`src/common/nvm_defs.svh`:
```
// Purpose: Register offsets, control bit positions, reset values and timing for the NVM block
// Assumes: Byte-wide register port driven by the processor core
// Notes:   Definitions only
`ifndef NVM_DEFS_SVH
`define NVM_DEFS_SVH

`define NVM_DATA_OFS        8'h08
`define NVM_ADDR_OFS        8'h09
`define NVM_CTRL_OFS        8'h88
`define NVM_UNLOCK_OFS      8'h89

`define NVM_BIT_DONE        4
`define NVM_BIT_ABORT       3
`define NVM_BIT_PERMIT      2
`define NVM_BIT_WSTROBE     1
`define NVM_BIT_RSTROBE     0

`define NVM_KEY_FIRST       8'h55
`define NVM_KEY_SECOND      8'hAA

`define NVM_CTRL_POR        8'h00
`define NVM_DEPTH           64
`define NVM_WRITE_CYCLES    16

`endif

```
`src/common/nvm_pkg.sv`:
```
// Purpose: Types for both ends of the NVM register link, one enum per end
// Assumes: Offsets and figures live in nvm_defs.svh
// Notes:   No imports anywhere; use nvm_pkg::name
package nvm_pkg;
    typedef enum logic [1:0] {
        KEY_IDLE,
        KEY_GOT_FIRST,
        KEY_ARMED
    } key_state_e;

    typedef enum logic [2:0] {
        HST_IDLE,
        HST_RD_STROBE,
        HST_RD_FETCH,
        HST_WR_ADDR,
        HST_WR_DATA,
        HST_WR_KEY1,
        HST_WR_KEY2,
        HST_WR_POLL
    } host_state_e;
endpackage

```
`src/common/nvm_if.sv`:
```
// Purpose: Register port between the processor core and the NVM block
// Assumes: One clock; write and read are single-cycle strobes
// Notes:   Read data is registered in the device
`timescale 1ns/1ps
interface nvm_if;
    logic       wr_en;
    logic       rd_en;
    logic [7:0] addr;
    logic [7:0] wdata;
    logic [7:0] rdata;
    logic       irq_flag;

    modport dev  (input wr_en, input rd_en, input addr, input wdata,
                  output rdata, output irq_flag);
    modport core (output wr_en, output rd_en, output addr, output wdata,
                  input rdata, input irq_flag);
endinterface

```
`src/hdl/nvm_access.sv`:
```
// Purpose: Data NVM access control: address, data, control and unlock registers
// Assumes: Single clock; core issues at most one register access per cycle
// Notes:   Array write time is modelled by an internal cycle counter
`timescale 1ns/1ps
`include "nvm_defs.svh"

// Summary of operation
// - Array holds 64 bytes addressed by address
// - Read strobe loads data register next cycle unless a write is running
// - Data register holds until read or write
// - Core sets address and data before writing
// - Write starts only after 55h, AAh, strobe
// - Core keeps interrupts off during unlock
// - Write strobe needs permit already set
// - Hardware clears permit only on a reset
// - Clearing permit does not stop write
// - Completion clears strobe, sets done flag
// - Done flag stays until core clears
// - Control bits: done, abort, permit, strobes
// - nrst zeroes all registers but not the array; warm reset keeps address, data
module nvm_access #(
    parameter int DEPTH        = `NVM_DEPTH,
    parameter int WRITE_CYCLES = `NVM_WRITE_CYCLES
) (
    input  wire logic clk,
    input  wire logic nrst,
    input  wire logic ce,
    input  wire logic warm_reset,
    nvm_if.dev        bus
);
    localparam int AW = $clog2(DEPTH);
    localparam int CW = $clog2(WRITE_CYCLES + 1);

    typedef struct packed {
        logic [7:0]           data;
        logic [7:0]           addr;
        logic                 done;
        logic                 abort;
        logic                 permit;
        logic                 wstrobe;
        nvm_pkg::key_state_e  key;
        logic [CW-1:0]        cnt;
        logic [7:0]           rdata;
    } state_s;

    state_s     st_r;
    state_s     st_nxt;
    logic [7:0] mem [DEPTH];
    logic       mem_we;

    function automatic logic hit(input logic [7:0] a, input logic [7:0] ofs);
        return a == ofs;
    endfunction

    function automatic logic [7:0] ctrl_view(input state_s s);
        return {3'h0, s.done, s.abort, s.permit, s.wstrobe, 1'b0};
    endfunction

    always_comb begin
        st_nxt = st_r;
        mem_we = 1'b0;
        if (st_r.wstrobe) begin
            // Permit is not consulted here, so dropping it mid-write is harmless
            if (st_r.cnt == CW'(WRITE_CYCLES - 1)) begin
                mem_we       = 1'b1;
                st_nxt.wstrobe = 1'b0;
                st_nxt.done    = 1'b1;
                st_nxt.cnt     = '0;
            end else begin
                st_nxt.cnt = st_r.cnt + CW'(1);
            end
        end
        if (bus.wr_en) begin
            if (hit(bus.addr, `NVM_DATA_OFS)) begin
                st_nxt.data = bus.wdata;
                st_nxt.key  = nvm_pkg::KEY_IDLE;
            end else if (hit(bus.addr, `NVM_ADDR_OFS)) begin
                st_nxt.addr = bus.wdata;
                st_nxt.key  = nvm_pkg::KEY_IDLE;
            end else if (hit(bus.addr, `NVM_UNLOCK_OFS)) begin
                // Only the sequence position is kept, never the byte
                case (st_r.key)
                    nvm_pkg::KEY_IDLE:
                        st_nxt.key = (bus.wdata == `NVM_KEY_FIRST) ?
                                     nvm_pkg::KEY_GOT_FIRST : nvm_pkg::KEY_IDLE;
                    nvm_pkg::KEY_GOT_FIRST:
                        st_nxt.key = (bus.wdata == `NVM_KEY_SECOND) ?
                                     nvm_pkg::KEY_ARMED : nvm_pkg::KEY_IDLE;
                    default:
                        st_nxt.key = (bus.wdata == `NVM_KEY_FIRST) ?
                                     nvm_pkg::KEY_GOT_FIRST : nvm_pkg::KEY_IDLE;
                endcase
            end else if (hit(bus.addr, `NVM_CTRL_OFS)) begin
                st_nxt.key    = nvm_pkg::KEY_IDLE;
                st_nxt.permit = bus.wdata[`NVM_BIT_PERMIT];
                st_nxt.abort  = bus.wdata[`NVM_BIT_ABORT];
                // Hardware set wins over a same-cycle software clear
                if (!mem_we)
                    st_nxt.done = bus.wdata[`NVM_BIT_DONE];
                if (bus.wdata[`NVM_BIT_WSTROBE] && !st_r.wstrobe
                    && st_r.permit
                    && st_r.key == nvm_pkg::KEY_ARMED) begin
                    st_nxt.wstrobe = 1'b1;
                    st_nxt.cnt     = '0;
                end
                if (bus.wdata[`NVM_BIT_RSTROBE] && !st_r.wstrobe)
                    st_nxt.data = mem[st_r.addr[AW-1:0]];
            end else begin
                st_nxt.key = nvm_pkg::KEY_IDLE;
            end
        end
        st_nxt.rdata = 8'h00;
        if (bus.rd_en) begin
            if (hit(bus.addr, `NVM_DATA_OFS))
                st_nxt.rdata = st_nxt.data;
            else if (hit(bus.addr, `NVM_ADDR_OFS))
                st_nxt.rdata = st_nxt.addr;
            else if (hit(bus.addr, `NVM_CTRL_OFS))
                st_nxt.rdata = ctrl_view(st_nxt);
            else
                st_nxt.rdata = 8'h00;
        end
        if (warm_reset) begin
            // Warm reset keeps address and data; done flag is condition-held
            st_nxt.permit  = 1'b0;
            st_nxt.wstrobe = 1'b0;
            st_nxt.cnt     = '0;
            st_nxt.key     = nvm_pkg::KEY_IDLE;
            st_nxt.abort   = st_r.wstrobe;
        end
    end

    always_ff @(posedge clk or negedge nrst) begin
        if (!nrst) begin
            st_r <= '0;
        end else if (ce) begin
            st_r <= st_nxt;
        end
    end

    always_ff @(posedge clk) begin
        if (ce && mem_we && !warm_reset)
            mem[st_r.addr[AW-1:0]] <= st_r.data;
    end

    always_comb begin
        bus.rdata    = st_r.rdata;
        bus.irq_flag = st_r.done;
    end
endmodule // nvm_access

```
`src/flat_wrapper.sv`:
```
// flat-port wrapper written by rule: the top's interface ports become plain ports
module nvm_access_flat 
#(
    parameter int DEPTH        = `NVM_DEPTH,
    parameter int WRITE_CYCLES = `NVM_WRITE_CYCLES
)
  (clk, nrst, ce, warm_reset, bus_wr_en, bus_rd_en, bus_addr, bus_wdata, bus_rdata, bus_irq_flag);
  nvm_if bus_i ();
  input  wire logic clk;
  input  wire logic nrst;
  input  wire logic ce;
  input  wire logic warm_reset;
  input wire logic [$bits(bus_i.wr_en)-1:0] bus_wr_en;
  input wire logic [$bits(bus_i.rd_en)-1:0] bus_rd_en;
  input wire logic [$bits(bus_i.addr)-1:0] bus_addr;
  input wire logic [$bits(bus_i.wdata)-1:0] bus_wdata;
  output wire logic [$bits(bus_i.rdata)-1:0] bus_rdata;
  output wire logic [$bits(bus_i.irq_flag)-1:0] bus_irq_flag;
  assign bus_i.wr_en = bus_wr_en;
  assign bus_i.rd_en = bus_rd_en;
  assign bus_i.addr = bus_addr;
  assign bus_i.wdata = bus_wdata;
  assign bus_rdata = bus_i.rdata;
  assign bus_irq_flag = bus_i.irq_flag;
  nvm_access #(.DEPTH(DEPTH), .WRITE_CYCLES(WRITE_CYCLES)) u_core (.clk(clk), .nrst(nrst), .ce(ce), .warm_reset(warm_reset), .bus(bus_i));
endmodule
```
`config.mk`:
```
export PLATFORM = sky130hd
export DESIGN_NAME = nvm_access_flat
export DESIGN_NICKNAME = d
export VERILOG_FILES = /design/src/common/nvm_pkg.sv /design/src/common/nvm_if.sv /design/src/hdl/nvm_access.sv /design/src/flat_wrapper.sv
export VERILOG_INCLUDE_DIRS = /design/src /design/src/common
export SDC_FILE = /design/constraint.sdc
export NUM_CORES = 1
export LEC_CHECK = 0
export BUFFER_PORTS_ARGS = -buffer_cell sky130_fd_sc_hd__buf_2
export CAP_MARGIN = 20
export CORE_ASPECT_RATIO = 1.5
export CORE_MARGIN = 8
export CORE_UTILIZATION = 51
export CTS_BUF_LIST = sky130_fd_sc_hd__clkbuf_4
export CTS_CLUSTER_DIAMETER = 60
export DETAILED_ROUTE_END_ITERATION = 10
export GPL_ROUTABILITY_DRIVEN = 0
export PLACE_DENSITY_LB_ADDON = 0.1
export RECOVER_POWER = 50
export SLEW_MARGIN = 10
export SYNTH_ARGS = -nofsm -noshare
export SYNTH_HDL_FRONTEND = slang
export SYNTH_SLANG_ARGS = --single-unit
```
`constraint.sdc`:
```
create_clock -name clk -period 4.5 [get_ports clk]
set_input_delay 1.125 -clock clk [delete_from_list [all_inputs] [get_ports clk]]
set_output_delay 1.125 -clock clk [all_outputs]
set_load 0.01 [all_outputs]
```
Yosys cells after proc, flatten, opt, wreduce, memory -nomap -nowiden
Memories as Yosys holds them, arrays and structs flattened.
Cells that the tools add are included.
- $add $sub $neg: 1
- equal/unequal tests: 9
- muxes and demuxes: 39
- reduce and logical (&&, ||, !) cells: 10
- operators with widths (cell ; number):
    8-bit two-way mux ; 9
    5-bit two-way mux ; 8
    27-bit two-way mux ; 1
    8-bit == test (second input constant) ; 3
    8-bit by 4-bit == test with 1-bit output (second input constant) ; 2
    12-bit two-way mux ; 1
    4-bit two-way mux ; 3
    1-bit two-way mux ; 11
    10-bit two-way mux ; 1
    2-bit two-way mux ; 5
    8-bit by 7-bit == test with 1-bit output (second input constant) ; 1
    1-bit logical AND ; 6
    5-bit by 1-bit adder with 5-bit output (second input constant) ; 1
    5-bit by 4-bit == test with 1-bit output (second input constant) ; 1
    2-bit by 1-bit == test with 1-bit output (second input constant) ; 1
    2-bit == test (second input constant) ; 1
    1-bit zero test ; 2
    2-bit AND reduction ; 1
    2-bit nonzero test ; 1
- flip-flop bits (word level): 35
- memory bits (writable): 512
- input bits: 22
- output and inout port bits: 9
- word-level logic and storage cells: 69
- memories: 1
- memories (memory ; depth ; bits a word ; rd ports ; clocked after memory_dff ; write ports ; line ; RTL):
    u_core.mem ; 64 ; 8 ; 1 ; 0 ; 1 ; nvm_access.sv:48 ; logic [7:0] mem [DEPTH];

Longest topological paths before layout
- depth after elaboration: 14
- mapped depth: 10
- depth with buffers taken out: 7

Worst setup path after synthesis
OpenSTA, ideal clock, no wires.
- path kind: input to register
- from: input port bus_addr[5]
- to: register u_core.st_r[28] (netlist bit)
- library setup time: 0.133 ns
- arrival time: 2.467 ns
- data required time: 4.367 ns
- slack: 1.900 ns
- stages on the path: 6
- buffers on the path: 0
- cells stage by stage: nor4b_4 > nand3_2 > nor3_4 > o221ai_1 > a2111oi_2 > a31oi_1
- cells in the longest elaborated chain, start to end: 6
- elaborated cells on any way between the ends: 9
- classes of those cells: 4 x eq/ne; 5 x mux
- ends and longest elaborated chain (element ; line ; RTL):
    from (decl) ; flat_wrapper.sv:15 ; input wire logic [$bits(bus_i.addr)-1:0] bus_addr;
    8-bit == test ; nvm_access.sv:52 ; return a == ofs;
    8-bit two-way mux ; nvm_access.sv:93 ; end else if (hit(bus.addr, `NVM_CTRL_OFS)) begin
    8-bit two-way mux ; nvm_access.sv:80 ; end else if (hit(bus.addr, `NVM_UNLOCK_OFS)) begin
    8-bit two-way mux ; nvm_access.sv:77 ; end else if (hit(bus.addr, `NVM_ADDR_OFS)) begin
    8-bit two-way mux (*) ; nvm_access.sv:74 ; if (hit(bus.addr, `NVM_DATA_OFS)) begin
    27-bit two-way mux (*) ; nvm_access.sv:73 ; if (bus.wr_en) begin
    to (signal assigned) ; nvm_access.sv:137 ; st_r <= st_nxt;
    to (decl) ; nvm_access.sv:46 ; state_s st_r;
Every way passes the cells marked *; elsewhere a longest branch is shown, timed or not. The select of a mux whose other input is x is not followed.
A chain may end at the register's enable or synchronous reset.

Worst setup path after layout
- from: register u_core.st_r[30] (netlist bit)
- to: register u_core.st_r, in the netlist u_core.bus.rdata[3]
- cells in the longest elaborated chain, start to end: 8
- ends and longest elaborated chain (element ; line ; RTL):
    8-bit two-way mux ; nvm_access.sv:106 ; if (bus.wdata[`NVM_BIT_RSTROBE] && !st_r.wstrobe)
    8-bit two-way mux ; nvm_access.sv:93 ;
    8-bit two-way mux ; nvm_access.sv:80 ;
    8-bit two-way mux ; nvm_access.sv:77 ;
    8-bit two-way mux ; nvm_access.sv:74 ;
    27-bit two-way mux (*) ; nvm_access.sv:73 ;
    8-bit two-way mux (*) ; nvm_access.sv:114 ; if (hit(bus.addr, `NVM_DATA_OFS))
    8-bit two-way mux (*) ; nvm_access.sv:113 ; if (bus.rd_en) begin
Marked as above.

==> results_dict.tcl <==
set metrics [dict create \
    status "finished with violations" \
    violations "max-capacitance violations, max-slew violations" \
    drcViolationCount 0 \
    p_sw_w 0.00230 \
    yosys_warnings 0 \
    nets 1449 \
    dp_hpwl_um 38400 \
    period_needed_ns 3.64 \
    cts_buffer_depth 3 \
    rows 93 \
    slew_viol_final 308 \
    wl_um 60000 \
    start_kind "flip-flop" \
    mappedNetlistArea_um2 22000 \
    die-area_um2 50200 \
    hp-class "flip-flop to flip-flop" \
    synth_edf_count 512 \
    power_frac_seq 0.546 \
    viasPerCell 6.18 \
    fmax_mhz 275 \
    clk_pin_slew_ns 0.07 \
    p_leak_nw 8.58 \
    grt_pass1_wl_um 88400 \
    cp.arrival_ns 4.38 \
    portBuffers 30 \
    drt_iter0_drc 1224 \
    core_um2 42800 \
    seq_area_frac_synth 0.738 \
    path_class "flip-flop to flip-flop" \
    r2r_end "u_core.bus.rdata[3]" \
    r2r-start "u_core.st_r[30]" \
    utilization 0.578 \
    ys.flop_type "edfxtp_1" \
    start_util 0.514 \
    cts_made_buffers 133 \
    hold_viol 0 \
    hp-start "u_core.st_r[14]" \
    die_h_um 270 \
    routedWlPerCell_um 28.7 \
    clk_latency_ns 0.83 \
    antenna_found_initial 1 \
    num_vias 12900 \
    cp.required_ns 5.24 \
    hold_path_depth 2 \
    grt_start_max_net_pins 52 \
    period_share 0.808 \
    synthArstFlopShare 0.0640 \
    reg2reg_slack_ns 0.86 \
    synth_fp_nets 1290 \
    tns_ns 0 \
    die_w_um 186 \
    switching_share 0.221 \
    drive_above_1_share 0.281 \
    synth_cell_types 68 \
    finClkSkew_ns 0.0467 \
    cts.sink_count 547 \
    grt_overflow 0 \
    power.density_nw_per_um2 421 \
    reg2regPathDepth 4 \
    worstSetupEndpointType "flip-flop" \
    syn_area_per_cell_um2 17.4 \
    rsz0062_at_grt "false" \
    ys_seq_elements 547 \
    cts_root_buffer "clkbuf_4" \
    power.internal_w 0.00811 \
    cts_hold_buf 0 \
    setup_viol 0 \
    cts_tree "yes" \
    worstPathMaxFanout 34 \
    cts_resized 0 \
    io_pins 31 \
    drt.antenna.violating_nets 0 \
    area_growth_pct 12.5 \
    h-tree-depth 4 \
    grt.total_usage 0.244 \
    worst_pin_slew_ns 2.14 \
    grt_pass1_vias 13300 \
    slew_headroom -0.429 \
    cap_viol_max_count 9 \
    ir_drop_v 0.000207 \
    first_pass_iters 7 \
    pwr-share-clk 0.408 \
    synth_cells 1267 \
    postCtsSetupRepairBufs 0 \
    combPwrFrac 0.046 \
    min_to "u_core.st_r[14]" \
]
[worst max-delay path, stage by stage, from the launching register on]
cell and delay (ns):
dfrtp_1 1.31, clkbuf_1 1.54, mux2_2 0.37, o311ai_0 0.16
o22ai_1 0.15
[flip-flops by register name, indices dropped and copies added, names as in the netlist]
register             count
u_core.bus.irq_flag      1
u_core.bus.rdata         8
u_core.mem             512
u_core.st_r             26
[worst max-delay path by stage]
stage	startpoint	end	slack, ns	depth (start not counted)
after floorplan	bus_addr[5]	u_core.st_r[28]	1.90	6
after global placement	warm_reset	u_core.mem[12][2]	1.07	6
after detailed placement	warm_reset	u_core.mem[12][2]	0.99	6
after CTS	u_core.st_r[19]	u_core.mem[35][2]	1.44	5
after global routing	u_core.st_r[28]	u_core.st_r[28]	0.72	5
final	u_core.st_r[30]	u_core.bus.rdata[3]	0.86	4
[power by group through the flow]
stage	clock [W]	sequential, W	combinational, W
after CTS	0.00436	0.00568	0.000484
after global routing	0.00461	0.00568	0.000502
final	0.00425	0.00568	0.000477
after floorplan	0	0.00575	0.000275
after global placement	0	0.00578	0.000483
after detailed placement	0	0.00579	0.000482
[routing by layer]
layer  routed length [um]  up-vias  GRT usage  part of all wire
met5                    0        -          0                 0
met4                 3070        0      0.130             0.051
met3                 4350      170     0.0521             0.072
met2                30200      643      0.403              0.50
met1                22400     6555      0.296              0.37
li1                     -     5527          -                 -
[synth_stat cells, types with 3 or more instances]
library cell | instances | area, um^2
inv_1 | 18 | 67.6
o22a_1 | 3 | 26.3
o221ai_1 | 6 | 52.6
nand4_1 | 3 | 18.8
nand2_1 | 48 | 180
mux4_2 | 63 | 1420
nand3_1 | 17 | 85.1
mux2_2 | 44 | 495
a32oi_1 | 3 | 26.3
o2bb2ai_1 | 3 | 26.3
clkbuf_1 | 27 | 101
a21oi_1 | 28 | 140
nor2_1 | 98 | 368
a31oi_1 | 10 | 62.6
and2_1 | 4 | 25.0
a22o_1 | 7 | 61.3
nand2b_1 | 10 | 62.6
dfrtp_1 | 35 | 876
o311ai_0 | 3 | 26.3
a211oi_1 | 3 | 22.5
mux2i_1 | 50 | 500
buf_6 | 10 | 113
buf_1 | 7 | 26.3
buf_4 | 14 | 105
nor3_1 | 13 | 65.1
a221o_1 | 6 | 60.1
o21ai_0 | 27 | 135
o22ai_1 | 34 | 213
buf_2 | 27 | 135
a22oi_1 | 45 | 338
a221oi_1 | 37 | 324
nor2b_1 | 8 | 50.1
edfxtp_1 | 512 | 15400
[logic make-up (layout without fill, tap and decap cells)]
| logic type | count (synthesis) | in the layout | share of synthesized area |
|---|---|---|---|
| adder cells (fa/ha/maj) | 1 | 1 | 0.000568 |
| other | 0 | 2 | 0 |
| AND/OR/NAND/NOR | 221 | 221 | 0.0475 |
| multiplexers | 158 | 158 | 0.111 |
| buffers and inverters | 106 | 354 | 0.0259 |
| flip-flops | 547 | 547 | 0.738 |
| AO/OA/AOI/OAI | 234 | 234 | 0.0767 |
[through the flow]
stage / total power (W) / hold WS, ns / area [um^2] / std cells / setup WS (ns)
after global placement: 0.00627 / 0.492 / 23000 / 1861 / 1.07
after CTS: 0.0105 / 0.335 / 24800 / 2085 / 1.44
final: 0.0104 / 0.509 / 24800 / 2087 / 0.864
after floorplan: 0.00603 / 0.456 / 22000 / 1267 / 1.90
after detailed placement: 0.00627 / 0.488 / 23000 / 1861 / 0.985
after global routing: 0.0108 / 0.528 / 24800 / 2087 / 0.722
[area by class of cell]
class | count | area (um^2)
Fill cell | 3403 | 18100
Multi-Input combinational cell | 614 | 5180
Clock buffer | 192 | 1440
Antenna cell | 2 | 5.00
Clock inverter | 32 | 325
Sequential cell | 547 | 16300
Timing Repair Buffer | 110 | 753
Inverter | 20 | 75.1
Tap cell | 570 | 713
[layout by cell type, fill, tap and decap left out, drive strengths merged, types with 14 or more instances in the layout]
cell    Yosys  routed
edfxtp    512     512
clkbuf     27     202
buf        59     100
nor2       98      98
mux4       64      64
mux2i      50      50
nand2      48      48
a22oi      45      45
mux2       44      44
a221oi     37      37
dfrtp      35      35
o22ai      34      34
a21oi      28      28
o21ai      27      27
clkinv      1      22
inv        19      19
nand3      18      18
nor3       14      14
Note: power is estimated with default switching activity, not from simulation.
